===== src/include/ind_mon_params.svh =====
// named constants for the indicator status monitor
// assumes a 200 MHz core clock and a 32-bit APB register bus
`ifndef IND_MON_PARAMS_SVH
`define IND_MON_PARAMS_SVH

// ==========================================
// sizes
`define IND_COUNT 10
`define IND_IDX_W 4
`define PEND_W 80
`define PEND_IDX_W 7
`define STAMP_W 32

// ==========================================
// timing
`define CLK_PERIOD_NS 5
`define STAMP_RES_NS 1000000
`define STAMP_CYCLES (`STAMP_RES_NS / `CLK_PERIOD_NS)

// ==========================================
// register byte offsets
`define ADDR_CTRL 8'h00
`define ADDR_SRC_CFG 8'h04
`define ADDR_SW_SRC 8'h08
`define ADDR_STATUS 8'h0c
`define ADDR_EVT_STAT 8'h10
`define ADDR_TIME 8'h14

// ==========================================
// field positions and reset values
`define CTRL_SETUP_BIT 0
`define CTRL_FLT_LSB 1
`define CTRL_FLT_MSB 2
`define SRC_SINGLE_LSB 0
`define SRC_OPEN_SW_LSB 10
`define SRC_CLOSE_SW_LSB 20
`define SW_OPEN_LSB 0
`define SW_CLOSE_LSB 10
`define FLT_RESET 2'h3
`define ZERO32 32'h0000_0000

`endif


===== src/include/ind_mon_pkg.sv =====
// types shared by the indicator status monitor files
// assumes ind_mon_params.svh is on the include path
`include "ind_mon_params.svh"

package ind_mon_pkg;

  // ==========================================
  // decoded indicator status codes
  typedef enum logic [1:0] {
    ST_INTER = 2'b00,
    ST_OPEN = 2'b01,
    ST_CLOSED = 2'b10,
    ST_BAD = 2'b11
  } ind_status_t;

  // event emitter states
  typedef enum logic [0:0] {
    EV_IDLE = 1'b0,
    EV_HOLD = 1'b1
  } emit_state_t;

  // one time-stamped event towards the common event buffer
  typedef struct packed {
    logic [`STAMP_W-1:0] stamp_ms;
    logic [`IND_IDX_W-1:0] ind_idx;
    ind_status_t cond;
    logic is_on;
  } evt_t;

endpackage : ind_mon_pkg


===== src/rtl/event_stamp_timer.sv =====
// millisecond time base for event stamps
// assumes a free-running core clock at the documented rate
`timescale 1ns/1ps
`include "ind_mon_params.svh"

module event_stamp_timer #(
  parameter int TICK_CYCLES = `STAMP_CYCLES
) (
  input wire logic core_clk,
  input wire logic nrst,
  output logic [`STAMP_W-1:0] ms_count
);

  logic [31:0] div_reg; // cycles within the current millisecond

  // ==========================================
  // divider: one tick per millisecond
  always_ff @(posedge core_clk or negedge nrst) begin
    if (!nrst) begin
      div_reg <= `ZERO32;
    end else if (div_reg == 32'(TICK_CYCLES - 1)) begin
      div_reg <= `ZERO32;
    end else begin
      div_reg <= div_reg + 32'h0000_0001;
    end
  end

  // millisecond counter, wraps freely
  always_ff @(posedge core_clk or negedge nrst) begin
    if (!nrst) begin
      ms_count <= `ZERO32;
    end else if (div_reg == 32'(TICK_CYCLES - 1)) begin
      ms_count <= ms_count + 32'h0000_0001;
    end
  end

endmodule : event_stamp_timer


===== src/rtl/indicator_decode.sv =====
// decode of one indicator's open and close inputs with change detect
// assumes inputs are synchronous to core_clk
`timescale 1ns/1ps

module indicator_decode (
  input wire logic core_clk,
  input wire logic nrst,
  input wire logic open_in,
  input wire logic close_in,
  input wire logic single_mode,
  output ind_mon_pkg::ind_status_t status_reg,
  output ind_mon_pkg::ind_status_t prev_reg,
  output logic change_reg
);

  logic eff_close; // close after optional inversion of open
  logic armed_reg; // first load after reset is not a change
  ind_mon_pkg::ind_status_t status_next;

  // ==========================================
  // decode
  always_comb begin
    eff_close = single_mode ? ~open_in : close_in;
    case ({eff_close, open_in})
      2'b00: status_next = ind_mon_pkg::ST_INTER;
      2'b01: status_next = ind_mon_pkg::ST_OPEN;
      2'b10: status_next = ind_mon_pkg::ST_CLOSED;
      default: status_next = ind_mon_pkg::ST_BAD;
    endcase
  end

  // status, previous status and change pulse each cycle
  always_ff @(posedge core_clk or negedge nrst) begin
    if (!nrst) begin
      status_reg <= ind_mon_pkg::ST_INTER;
      prev_reg <= ind_mon_pkg::ST_INTER;
      change_reg <= 1'b0;
      armed_reg <= 1'b0;
    end else begin
      status_reg <= status_next;
      prev_reg <= status_reg;
      armed_reg <= 1'b1;
      change_reg <= armed_reg && (status_next != status_reg);
    end
  end

endmodule : indicator_decode


===== src/rtl/indicator_status_monitor.sv =====
// indicator status monitor: ten indicators, event stream, APB slave
// assumes APB master on core_clk and a common event buffer taking
// one event per accepted evt_ready handshake
//
// Contract
// - status codes: 0 inter, 1 open, 2 closed, 3 bad
// - neither input active gives intermediate
// - both inputs active gives bad
// - open input one means open
// - close input one means closed
// - single-input mode: close is inverted open
// - ON and OFF events for four conditions
// - every event stamped at 1 ms resolution
// - events only on status changes
// - user filter: ON, OFF or both stored
// - ten independent indicators with own events
// - status only, no control outputs
// - settings change only in setup phase
`timescale 1ns/1ps
`include "ind_mon_params.svh"

module indicator_status_monitor #(
  parameter int MS_CYCLES = `STAMP_CYCLES
) (
  input wire logic core_clk,
  input wire logic nrst,
  // apb slave
  input wire logic psel,
  input wire logic penable,
  input wire logic pwrite,
  input wire logic [7:0] paddr,
  input wire logic [31:0] pwdata,
  output logic [31:0] prdata,
  output logic pready,
  output logic pslverr,
  // hardware status inputs
  input wire logic [`IND_COUNT-1:0] hw_open_in,
  input wire logic [`IND_COUNT-1:0] hw_close_in,
  // decoded status, two bits per indicator
  output logic [2*`IND_COUNT-1:0] ind_status,
  // event stream to the common event buffer
  output ind_mon_pkg::evt_t evt_word,
  output logic evt_valid,
  input wire logic evt_ready
);

  // ==========================================
  // declarations
  logic setup_reg; // setup phase, settings writable
  logic [1:0] flt_reg; // bit0 keep ON, bit1 keep OFF
  logic [`IND_COUNT-1:0] single_reg; // single-input mode
  logic [`IND_COUNT-1:0] open_sw_sel_reg; // open from software
  logic [`IND_COUNT-1:0] close_sw_sel_reg; // close from software
  logic [`IND_COUNT-1:0] sw_open_reg; // software switch values
  logic [`IND_COUNT-1:0] sw_close_reg;
  logic [`IND_COUNT-1:0] open_src; // selected open source
  logic [`IND_COUNT-1:0] close_src; // selected close source
  ind_mon_pkg::ind_status_t stat [`IND_COUNT];
  ind_mon_pkg::ind_status_t prev [`IND_COUNT];
  logic [`IND_COUNT-1:0] chg; // change pulses
  logic [`STAMP_W-1:0] ms_now; // current time in ms
  logic [`STAMP_W-1:0] stamp_reg [`IND_COUNT]; // time of last change
  logic [`PEND_W-1:0] pend_reg; // pending events
  logic [`PEND_W-1:0] pend_set; // new events this cycle
  logic [`PEND_W-1:0] pend_clr; // event taken this cycle
  logic [`PEND_IDX_W-1:0] pick; // lowest pending index
  logic pick_any; // something pending
  ind_mon_pkg::emit_state_t state_reg;
  logic wr_en; // write takes effect
  logic rd_en; // first access cycle; read data captured on reads
  logic mapped; // address decodes
  logic [31:0] rd_val; // read mux

  // ==========================================
  // source selection
  // per indicator choose pin or software switch
  always_comb begin
    for (int i = 0; i < `IND_COUNT; i++) begin
      open_src[i] = open_sw_sel_reg[i] ? sw_open_reg[i] : hw_open_in[i];
      close_src[i] = close_sw_sel_reg[i] ? sw_close_reg[i] : hw_close_in[i];
    end
  end

  // ==========================================
  // indicator instances
  // ten independent decoders
  generate
    for (genvar g = 0; g < `IND_COUNT; g++) begin : g_ind
      indicator_decode u_dec (
        .core_clk(core_clk),
        .nrst(nrst),
        .open_in(open_src[g]),
        .close_in(close_src[g]),
        .single_mode(single_reg[g]),
        .status_reg(stat[g]),
        .prev_reg(prev[g]),
        .change_reg(chg[g])
      );
    end
  endgenerate

  // status output, indication only
  always_ff @(posedge core_clk or negedge nrst) begin
    if (!nrst) begin
      ind_status <= '0;
    end else begin
      for (int i = 0; i < `IND_COUNT; i++) begin
        ind_status[2*i +: 2] <= stat[i];
      end
    end
  end

  // ==========================================
  // time base
  event_stamp_timer #(
    .TICK_CYCLES(MS_CYCLES)
  ) u_timer (
    .core_clk(core_clk),
    .nrst(nrst),
    .ms_count(ms_now)
  );

  // capture the stamp of each change
  always_ff @(posedge core_clk or negedge nrst) begin
    if (!nrst) begin
      for (int i = 0; i < `IND_COUNT; i++) begin
        stamp_reg[i] <= `ZERO32;
      end
    end else begin
      for (int i = 0; i < `IND_COUNT; i++) begin
        if (chg[i]) begin
          stamp_reg[i] <= ms_now;
        end
      end
    end
  end

  // ==========================================
  // event generation
  // index = indicator*8 + condition*2 + on
  // a change gives OFF for the old and ON for the new condition
  always_comb begin
    pend_set = '0;
    for (int i = 0; i < `IND_COUNT; i++) begin
      // events are dropped during the setup phase
      if (chg[i] && !setup_reg) begin
        if (flt_reg[1]) begin
          pend_set[i*8 + 2*int'(prev[i])] = 1'b1;
        end
        if (flt_reg[0]) begin
          pend_set[i*8 + 2*int'(stat[i]) + 1] = 1'b1;
        end
      end
    end
  end

  // lowest pending event goes first
  always_comb begin
    pick = '0;
    pick_any = 1'b0;
    for (int j = `PEND_W - 1; j >= 0; j--) begin
      if (pend_reg[j]) begin
        pick = `PEND_IDX_W'(j);
        pick_any = 1'b1;
      end
    end
  end

  // bit cleared when the emitter loads it
  always_comb begin
    pend_clr = '0;
    if (state_reg == ind_mon_pkg::EV_IDLE && pick_any) begin
      pend_clr[pick] = 1'b1;
    end
  end

  // pending flags; a new event wins over the clear
  always_ff @(posedge core_clk or negedge nrst) begin
    if (!nrst) begin
      pend_reg <= '0;
    end else begin
      pend_reg <= (pend_reg & ~pend_clr) | pend_set;
    end
  end

  // ==========================================
  // event emitter
  // holds each event until the buffer takes it
  always_ff @(posedge core_clk or negedge nrst) begin
    if (!nrst) begin
      state_reg <= ind_mon_pkg::EV_IDLE;
      evt_valid <= 1'b0;
      evt_word <= '0;
    end else begin
      case (state_reg)
        ind_mon_pkg::EV_IDLE: begin
          if (pick_any) begin
            evt_word.stamp_ms <= stamp_reg[pick[6:3]];
            evt_word.ind_idx <= pick[6:3];
            evt_word.cond <= ind_mon_pkg::ind_status_t'(pick[2:1]);
            evt_word.is_on <= pick[0];
            evt_valid <= 1'b1;
            state_reg <= ind_mon_pkg::EV_HOLD;
          end
        end
        ind_mon_pkg::EV_HOLD: begin
          // released when the buffer accepts
          if (evt_ready) begin
            evt_valid <= 1'b0;
            state_reg <= ind_mon_pkg::EV_IDLE;
          end
        end
        default: begin
          evt_valid <= 1'b0;
          state_reg <= ind_mon_pkg::EV_IDLE;
        end
      endcase
    end
  end

  // ==========================================
  // apb slave
  // one wait state: pready rises in the second access cycle
  assign wr_en = psel && penable && pready && pwrite;
  assign rd_en = psel && penable && !pready;

  // address decode
  always_comb begin
    mapped = 1'b1;
    rd_val = `ZERO32;
    case (paddr)
      `ADDR_CTRL: begin
        rd_val[`CTRL_SETUP_BIT] = setup_reg;
        rd_val[`CTRL_FLT_MSB:`CTRL_FLT_LSB] = flt_reg;
      end
      `ADDR_SRC_CFG: begin
        rd_val[`SRC_SINGLE_LSB +: `IND_COUNT] = single_reg;
        rd_val[`SRC_OPEN_SW_LSB +: `IND_COUNT] = open_sw_sel_reg;
        rd_val[`SRC_CLOSE_SW_LSB +: `IND_COUNT] = close_sw_sel_reg;
      end
      `ADDR_SW_SRC: begin
        rd_val[`SW_OPEN_LSB +: `IND_COUNT] = sw_open_reg;
        rd_val[`SW_CLOSE_LSB +: `IND_COUNT] = sw_close_reg;
      end
      `ADDR_STATUS: begin
        rd_val[2*`IND_COUNT-1:0] = ind_status;
      end
      `ADDR_EVT_STAT: begin
        rd_val[0] = pick_any;
        rd_val[1] = evt_valid;
      end
      `ADDR_TIME: begin
        rd_val = ms_now;
      end
      default: begin
        mapped = 1'b0;
      end
    endcase
  end

  // handshake, read data and error flag
  always_ff @(posedge core_clk or negedge nrst) begin
    if (!nrst) begin
      pready <= 1'b0;
      prdata <= `ZERO32;
      pslverr <= 1'b0;
    end else begin
      pready <= rd_en;
      pslverr <= rd_en && !mapped;
      if (rd_en && !pwrite) begin
        prdata <= rd_val;
      end
    end
  end

  // control: setup phase flag and event filter
  always_ff @(posedge core_clk or negedge nrst) begin
    if (!nrst) begin
      setup_reg <= 1'b0;
      flt_reg <= `FLT_RESET;
    end else if (wr_en && paddr == `ADDR_CTRL) begin
      setup_reg <= pwdata[`CTRL_SETUP_BIT];
      if (setup_reg) begin
        flt_reg <= pwdata[`CTRL_FLT_MSB:`CTRL_FLT_LSB];
      end
    end
  end

  // source settings, frozen outside setup
  always_ff @(posedge core_clk or negedge nrst) begin
    if (!nrst) begin
      single_reg <= '0;
      open_sw_sel_reg <= '0;
      close_sw_sel_reg <= '0;
    end else if (wr_en && paddr == `ADDR_SRC_CFG && setup_reg) begin
      single_reg <= pwdata[`SRC_SINGLE_LSB +: `IND_COUNT];
      open_sw_sel_reg <= pwdata[`SRC_OPEN_SW_LSB +: `IND_COUNT];
      close_sw_sel_reg <= pwdata[`SRC_CLOSE_SW_LSB +: `IND_COUNT];
    end
  end

  // software switch values, live signals
  always_ff @(posedge core_clk or negedge nrst) begin
    if (!nrst) begin
      sw_open_reg <= '0;
      sw_close_reg <= '0;
    end else if (wr_en && paddr == `ADDR_SW_SRC) begin
      sw_open_reg <= pwdata[`SW_OPEN_LSB +: `IND_COUNT];
      sw_close_reg <= pwdata[`SW_CLOSE_LSB +: `IND_COUNT];
    end
  end

endmodule : indicator_status_monitor


===== config.mk =====
export PLATFORM = sky130hd
export DESIGN_NAME = indicator_status_monitor
export DESIGN_NICKNAME = d
export VERILOG_FILES = /design/src/include/ind_mon_pkg.sv /design/src/rtl/event_stamp_timer.sv /design/src/rtl/indicator_decode.sv /design/src/rtl/indicator_status_monitor.sv
export VERILOG_INCLUDE_DIRS = /design/src /design/src/include
export SDC_FILE = /design/constraint.sdc
export NUM_CORES = 1
export LEC_CHECK = 0
export BUFFER_PORTS_ARGS = -buffer_cell sky130_fd_sc_hd__buf_4
export CORE_UTILIZATION = 50
export DETAILED_ROUTE_END_ITERATION = 16
export GPL_TIMING_DRIVEN = 0
export PLACE_DENSITY_LB_ADDON = 0.2
export SLEW_MARGIN = 20
export SYNTH_ARGS = -nofsm -noshare
export SYNTH_HDL_FRONTEND = slang
export SYNTH_SLANG_ARGS = --single-unit

===== constraint.sdc =====
create_clock -name core_clk -period 3.2 [get_ports core_clk]
set_clock_uncertainty 0.15 [all_clocks]
set_input_delay 0.16 -clock core_clk [delete_from_list [all_inputs] [get_ports core_clk]]
set_output_delay 0.16 -clock core_clk [all_outputs]
set_load 0.005 [all_outputs]

; ---- Word level (Yosys, flattened, before mapping)
; Cells that the tools add are included.
[classes]
n_lt_le_gt_ge = 43
eq_ne = 38
n_reduce_logical = 71
n_bitwise = 34
muxes = 299
n_addsub = 30
[ops]
columns = op, count
row1 = $mux W80, 40
row2 = $or A80 B80 Y80, 20
row3 = $mux W7, 81
row4 = $demux W1 S7, 20
row5 = $mux W1, 136
row6 = $bmux W32 S4, 1
row7 = $mux W32, 3
row8 = $and A80 B80 Y80, 1
row9 = $not A80 Y80, 1
row10 = $pmux W17 S4, 1
row11 = $add A32 B1 Y32 const B, 2
row12 = $pmux W2 S3, 10
row13 = $add A6 B3 Y7 const A, 8
row14 = $lt A7 B8 Y1 const B, 7
row15 = $logic_and A1 B1 Y1, 52
row16 = $ge A7 B1 Y1 const B, 7
row17 = $ge A8 B1 Y1 const B, 6
row18 = $lt A8 B8 Y1 const B, 6
row19 = $add A7 B1 Y8 const B, 4
row20 = $add A7 B3 Y8 const A, 4
row21 = $eq A32 B18 Y1 const B, 1
row22 = $add A5 B3 Y6 const A, 4
row23 = $lt A6 B8 Y1 const B, 3
row24 = $eq A2 B1 Y1 const B, 10
row25 = 34 further kinds, 87
[totals]
wordCells = 576
inputBits = 66
regBits = 663

; ---- Logic depth before layout (Yosys ltp)
[depth]
word_depth = 88
ltp_mapped = 12

; ---- Modules after synthesis
; A second synthesis with hierarchy kept.
[hier_totals]
hier_cells = 2698
hier_area_um2 = 30798.3
[modules_own_cells]
columns = mod, area_per_inst_um2, cells_each, n_inst, seq_area_each_um2
row1 = indicator_status_monitor, 25514.5, 2235, 1, 13715.7
row2 = event_stamp_timer, 3094.2, 283, 1, 1601.5
row3 = indicator_decode, 219.0, 18, 10, 150.1

; ---- Worst setup path before layout
; No wires, ideal clock.
[synth_timing]
path_type = register to register
from = register pend_reg[75]
to = register evt_word[33] (netlist name)
synth_period_minus_slack_ps = 2649
path_slack_ps = 551
path_buffers = 3
stages_incl_launch_ff = 12
t_arrival_ps = 2361
path_cell_list = dfrtp_1 -> or4_1 -> o211ai_2 -> a221oi_4 -> o21a_1 -> buf_2 -> buf_2 -> buf_2 -> nand2_1 -> nand2_1 -> a221oi_1 -> o211ai_1
[synth_via]
elab_chain_cells = 80
word_cells_on_any_way = 157
cone_classes = 155 x mux / 1 x bitwise / 1 x reduce/logical
[synth_lines]
columns = item, line_no
row1 = start: declaration, indicator_status_monitor.sv:63  ; logic [`PEND_W-1:0] pend_reg;
row2 = start signal: assignment, indicator_status_monitor.sv:182  ; pend_reg <= (pend_reg & ~pend_clr) | pend_set;
row3 = $mux W7 (76 in a row), indicator_status_monitor.sv:162  ; if (pend_reg[j]) begin
row4 = $not A4 Y5 (implied by the code), indicator_status_monitor.sv:198  ; evt_word.stamp_ms <= stamp_reg[pick[6:3]];
row5 = $bmux W32 S4, indicator_status_monitor.sv:198
row6 = $mux W32 (implied by the code) (2 in a row), indicator_status_monitor.sv:198
row7 = end: declaration, indicator_status_monitor.sv:42  ; output ind_mon_pkg::evt_t evt_word,
; Parallel ways exist; a longest one is shown, timed or not. The select of a mux whose other input is x is not followed.
; A chain may end at the register's enable or synchronous reset.

; ---- Worst setup path in the final report
[layout_timing]
from = register pend_reg[75]
to = register pend_reg[55]
[layout_via]
elab_chain_cells = 84
word_cells_on_any_way = 162
cone_classes = 2 x order compare / 155 x mux / 3 x bitwise / 2 x reduce/logical
[layout_lines]
columns = item, line_no
row1 = $mux W7 (76 in a row), indicator_status_monitor.sv:162
row2 = $lt A7 B8 Y1 (implied by the code) or $ge A7 B1 Y1 (tied branches), indicator_status_monitor.sv:173  ; pend_clr[pick] = 1'b1;
row3 = $logic_and A1 B1 Y1 (implied by the code), indicator_status_monitor.sv:173
row4 = $mux W1 (implied by the code), indicator_status_monitor.sv:173
row5 = $demux W1 S7, indicator_status_monitor.sv:173
row6 = $mux W80 (*), indicator_status_monitor.sv:172  ; if (state_reg == ind_mon_pkg::EV_IDLE && pick_any) begin
row7 = $not A80 Y80 (*), indicator_status_monitor.sv:182
row8 = $and A80 B80 Y80 (*), indicator_status_monitor.sv:182
row9 = $or A80 B80 Y80 (*), indicator_status_monitor.sv:182
; Every way passes the cells marked *; elsewhere a longest branch is shown, timed or not.

==> run_results.csv <==
group,metric,value,unit
routing,wl_per_cell,26.7,µm
pwr,clock_power_share,43.5,%
grt,grtUsageMet3,6.47,%
sta,worst_slew_pin_slew,1220,ps
die,fp.dieH,245,µm
die,top_level_ports,160,
synthesis,syn-cell-area,29500,µm²
synthesis,ys_seq_area_share,54.6,%
setup_path,critPathArrivalTime,3520,ps
clocking,cts_root_buffer,"clkbuf_16",
pwr,ir_worst_vdd,405,µV
grt,grt-busiest-layer,"met2",
die,initial_utilization,50.9,%
die,row_count,88,
cells_and_area,largest_reg_flops,320,
grt,use_met1,46.6,%
synthesis,synth_top_area_cell,"dfrtp_1",
clocking,cts.sinks,643,
clocking,path_clk_slew,60,ps
grt,grt_pass1_wl,150000,µm
cells_and_area,fillers,4695,
routing,drt_wl_total,101000,µm
synthesis,ys_types,80,
setup_path,setup.worst_path.end_class,"register",
clocking,clk-insertion-delay-late,630,ps
job,drv_cap,0,
routing,postRouteAntennaNets,0,
cells_and_area,final_nets,3030,
die,die_x,245,µm
sta,fin_crit_sh,99.4,%
routing,drc,0,
setup_path,reg2reg_to,"pend_reg[55]",
setup_path,worstPathRequired,3540,ps
routing,vias,23600,
synthesis,synth-edff-count,0,
routing,drt-pass1-iter-count,7,
clocking,clockBufferDepth,3,
pwr,pwr-share-comb,10.9,%
grt,first_global_vias,23800,
setup_path,crit_start,"pend_reg[75]",
sta,slew_headroom,18.9,%
setup_path,crit_type,"reg -> reg",
pwr,cellLeakagePower,16.5,nW
setup_path,worst-r2r-setup-slack,20,ps
cells_and_area,multiInputGateArea,12900,µm²
synthesis,ys_warn_count,0,
place,hpwl,72100,µm
sta,clock.fmax,314,MHz
synthesis,synth_flop_cell,"dfrtp_1",
grt,grt_max_degree,102,
setup_path,start_kind,"register",
synthesis,synth_top_cell_area_share,54.4,%
synthesis,synthTopCellsByArea,"dfrtp_1, mux2_2, nand2_1",
outcome,status,"finished clean",
sta,hold_viol_final,0,
cells_and_area,syn_to_final_growth,20.6,%
pwr,internal_power,13.7,mW
pwr,power_frac_seq,45.6,%
place,portBuffers,157,
die,core_area,57900,µm²
setup_path,worstPathMaxFanout,10,
die,design.die.area,59900,µm²
routing,viasPerCell,6.25,
sta,finalSetupViolCount,0,
pwr,sw_frac_of_total,26.3,%
setup_path,setup.worst_path.end,"pend_reg[55]",
grt,grt_use_met2,52.0,%
routing,drt-initial-drc-count,2552,
grt,grt_usage,33.9,%
place,dp_cells,3571,
cells_and_area,final_cells,3785,
grt,antenna_found_initial,5,
worst_hold_path,hold_path_class,"in -> async",
setup_path,reg2reg_depth,9,
synthesis,syn-instance-count,2643,
sta,min_period,3180,ps
sta,slew_viol_final,0,
setup_path,r2r-start,"pend_reg[75]",
clocking,htree_num_levels,3,
synthesis,syn_nets,2711,
pwr,p_sw,4.90,mW
synthesis,ys_ff_latch,643,
pwr,cellPowerDensity,524,nW/µm²
cells_and_area,area.sequential,16100,µm²
grt,overflow,0,
place,gp_congestion,0.980,
synthesis,postSynth.asyncResetShare,100,%
cells_and_area,drive_gt1_share,27.6,%
clocking,cts_tree,"yes",
clocking,cts_buffers,70,
pwr,fin_total_pwr,18.6,mW
synthesis,synth.avg_cell_area,11.1,µm²
layout make-up:
type                       instances  share of cell area (%)
clock buffer                     105                    5.89
sequential                       643                    45.3
multi-input combinational       1761                    36.3
timing repair buffer             249                    6.19
tap                              765                    2.69
buffer                           170                    2.31
clock inverter                    20                   0.609
antenna                            5                  0.0352
inverter                          67                   0.707
cells in the mapped netlist (7+ instances only):
cell type / instances
a211oi_1: 8
a21boi_0: 11
a21oi_1: 59
a221oi_1: 33
a222oi_1: 17
a22o_1: 38
a22oi_1: 12
a31oi_1: 24
and2_1: 15
and3_1: 15
and4_1: 9
buf_1: 19
buf_2: 34
clkbuf_1: 116
dfrtp_1: 641
inv_1: 66
mux2_2: 375
mux2i_1: 40
nand2_1: 408
nand3_1: 124
nand4_1: 25
nor2_1: 120
nor3_1: 31
nor4_1: 25
nor4_2: 7
o2111ai_1: 8
o211ai_1: 41
o21ai_0: 62
o21ai_1: 13
o221a_2: 9
o221ai_1: 18
o311ai_0: 11
o31ai_1: 21
o41ai_1: 11
xnor2_1: 58
xor2_1: 23
worst min path at each step:
stage / to / slack [ps] / cells after the start
2_1_floorplan: close_sw_sel_reg[0] / -290 / 0
3_3_place_gp: state_reg / 200 / 2
3_5_place_dp: g_ind[2].u_dec.status_reg[1] / 70 / 1
4_1_cts: g_ind[2].u_dec.status_reg[1] / 20 / 2
5_1_grt: g_ind[2].u_dec.status_reg[1] / 50 / 2
6_report: g_ind[8].u_dec.armed_reg / 20 / 2
worst max-delay path, stage by stage, from the launching register on:
cell      delay (ps)
dfrtp_1          430
or4_4            580
o211ai_4         250
a221oi_4         130
buf_4            160
o21ai_4          320
buf_6            240
nand3_1          270
o41ai_1          380
o21ai_1          130
logic make-up (layout without fill, tap and decap cells):
| group | after synthesis | count (layout) | share of synthesized area (%) |
|---|---|---|---|
| adders and majority gates | 2 | 2 | 0.0849 |
| DFF | 643 | 643 | 54.6 |
| other | 1 | 6 | 0.0127 |
| AOI/OAI and AO/OA | 446 | 446 | 11.3 |
| muxes | 415 | 415 | 15.7 |
| buffers and inverters | 239 | 611 | 3.23 |
| and+or+nand+nor | 816 | 816 | 12.6 |
| xor gates and xnor gates | 81 | 81 | 2.41 |
routing by layer:
metal	routed length (µm)	part of all wire [%]	vias up
met5	13	0.013	-
met4	5060	5.0	2
met3	8270	8.2	242
met2	45800	45	1117
met1	42000	42	12100
li1	-	-	10100
stage by stage:
step / utilization, % / setup slack (ps) / setup TNS [ps] / hold slack (ps) / cell area [µm²]
after floorplan: - / 551 / 0 / -286 / 29500
after global placement: 54.6 / -5090 / -3257630 / 195 / 31600
after detailed placement: 54.9 / -957 / -52930 / 72.1 / 31800
after CTS: 60.7 / 4.43 / 0 / 24.2 / 35100
after global routing: 61.4 / -42.5 / -108 / 47.9 / 35500
final: 61.4 / 19.7 / 0 / 18.3 / 35600
power groups by stage:
stage | combinational [mW] | sequential, mW | clock (mW)
after global placement | 1.65 | 8.62 | 0
after floorplan | 0.777 | 8.54 | 0
after CTS | 1.89 | 8.48 | 8.17
after detailed placement | 1.71 | 8.62 | 0
final | 2.03 | 8.49 | 8.10
after global routing | 2.13 | 8.50 | 8.50
timing repair:
item / 4_1_cts / 5_1_grt
endpoints found under the setup margin: 123 / 98
hold buffers: 56 / 0
hold endpoints to repair: 296 / 0
resized for setup: 81 / 75
setup buffers: 16 / 14
pin swaps: 10 / 13
layout by cell type (no fill, tap or decap), drive strengths merged, types with 24 or more instances in the layout:
cell,Yosys,layout
o21ai,77,77
nor3,34,34
nor4,33,33
buf,56,249
a21oi,61,61
clkbuf,116,219
nand2,408,408
xnor2,58,58
nand4,25,25
mux2,375,375
dfrtp,641,641
inv,67,69
o211ai,43,43
dlygate4sd3,0,56
nor2,122,122
a22o,38,38
a31oi,24,24
mux2i,40,40
a221oi,34,34
nand3,125,125
Note: power is estimated with default switching activity, not from simulation.
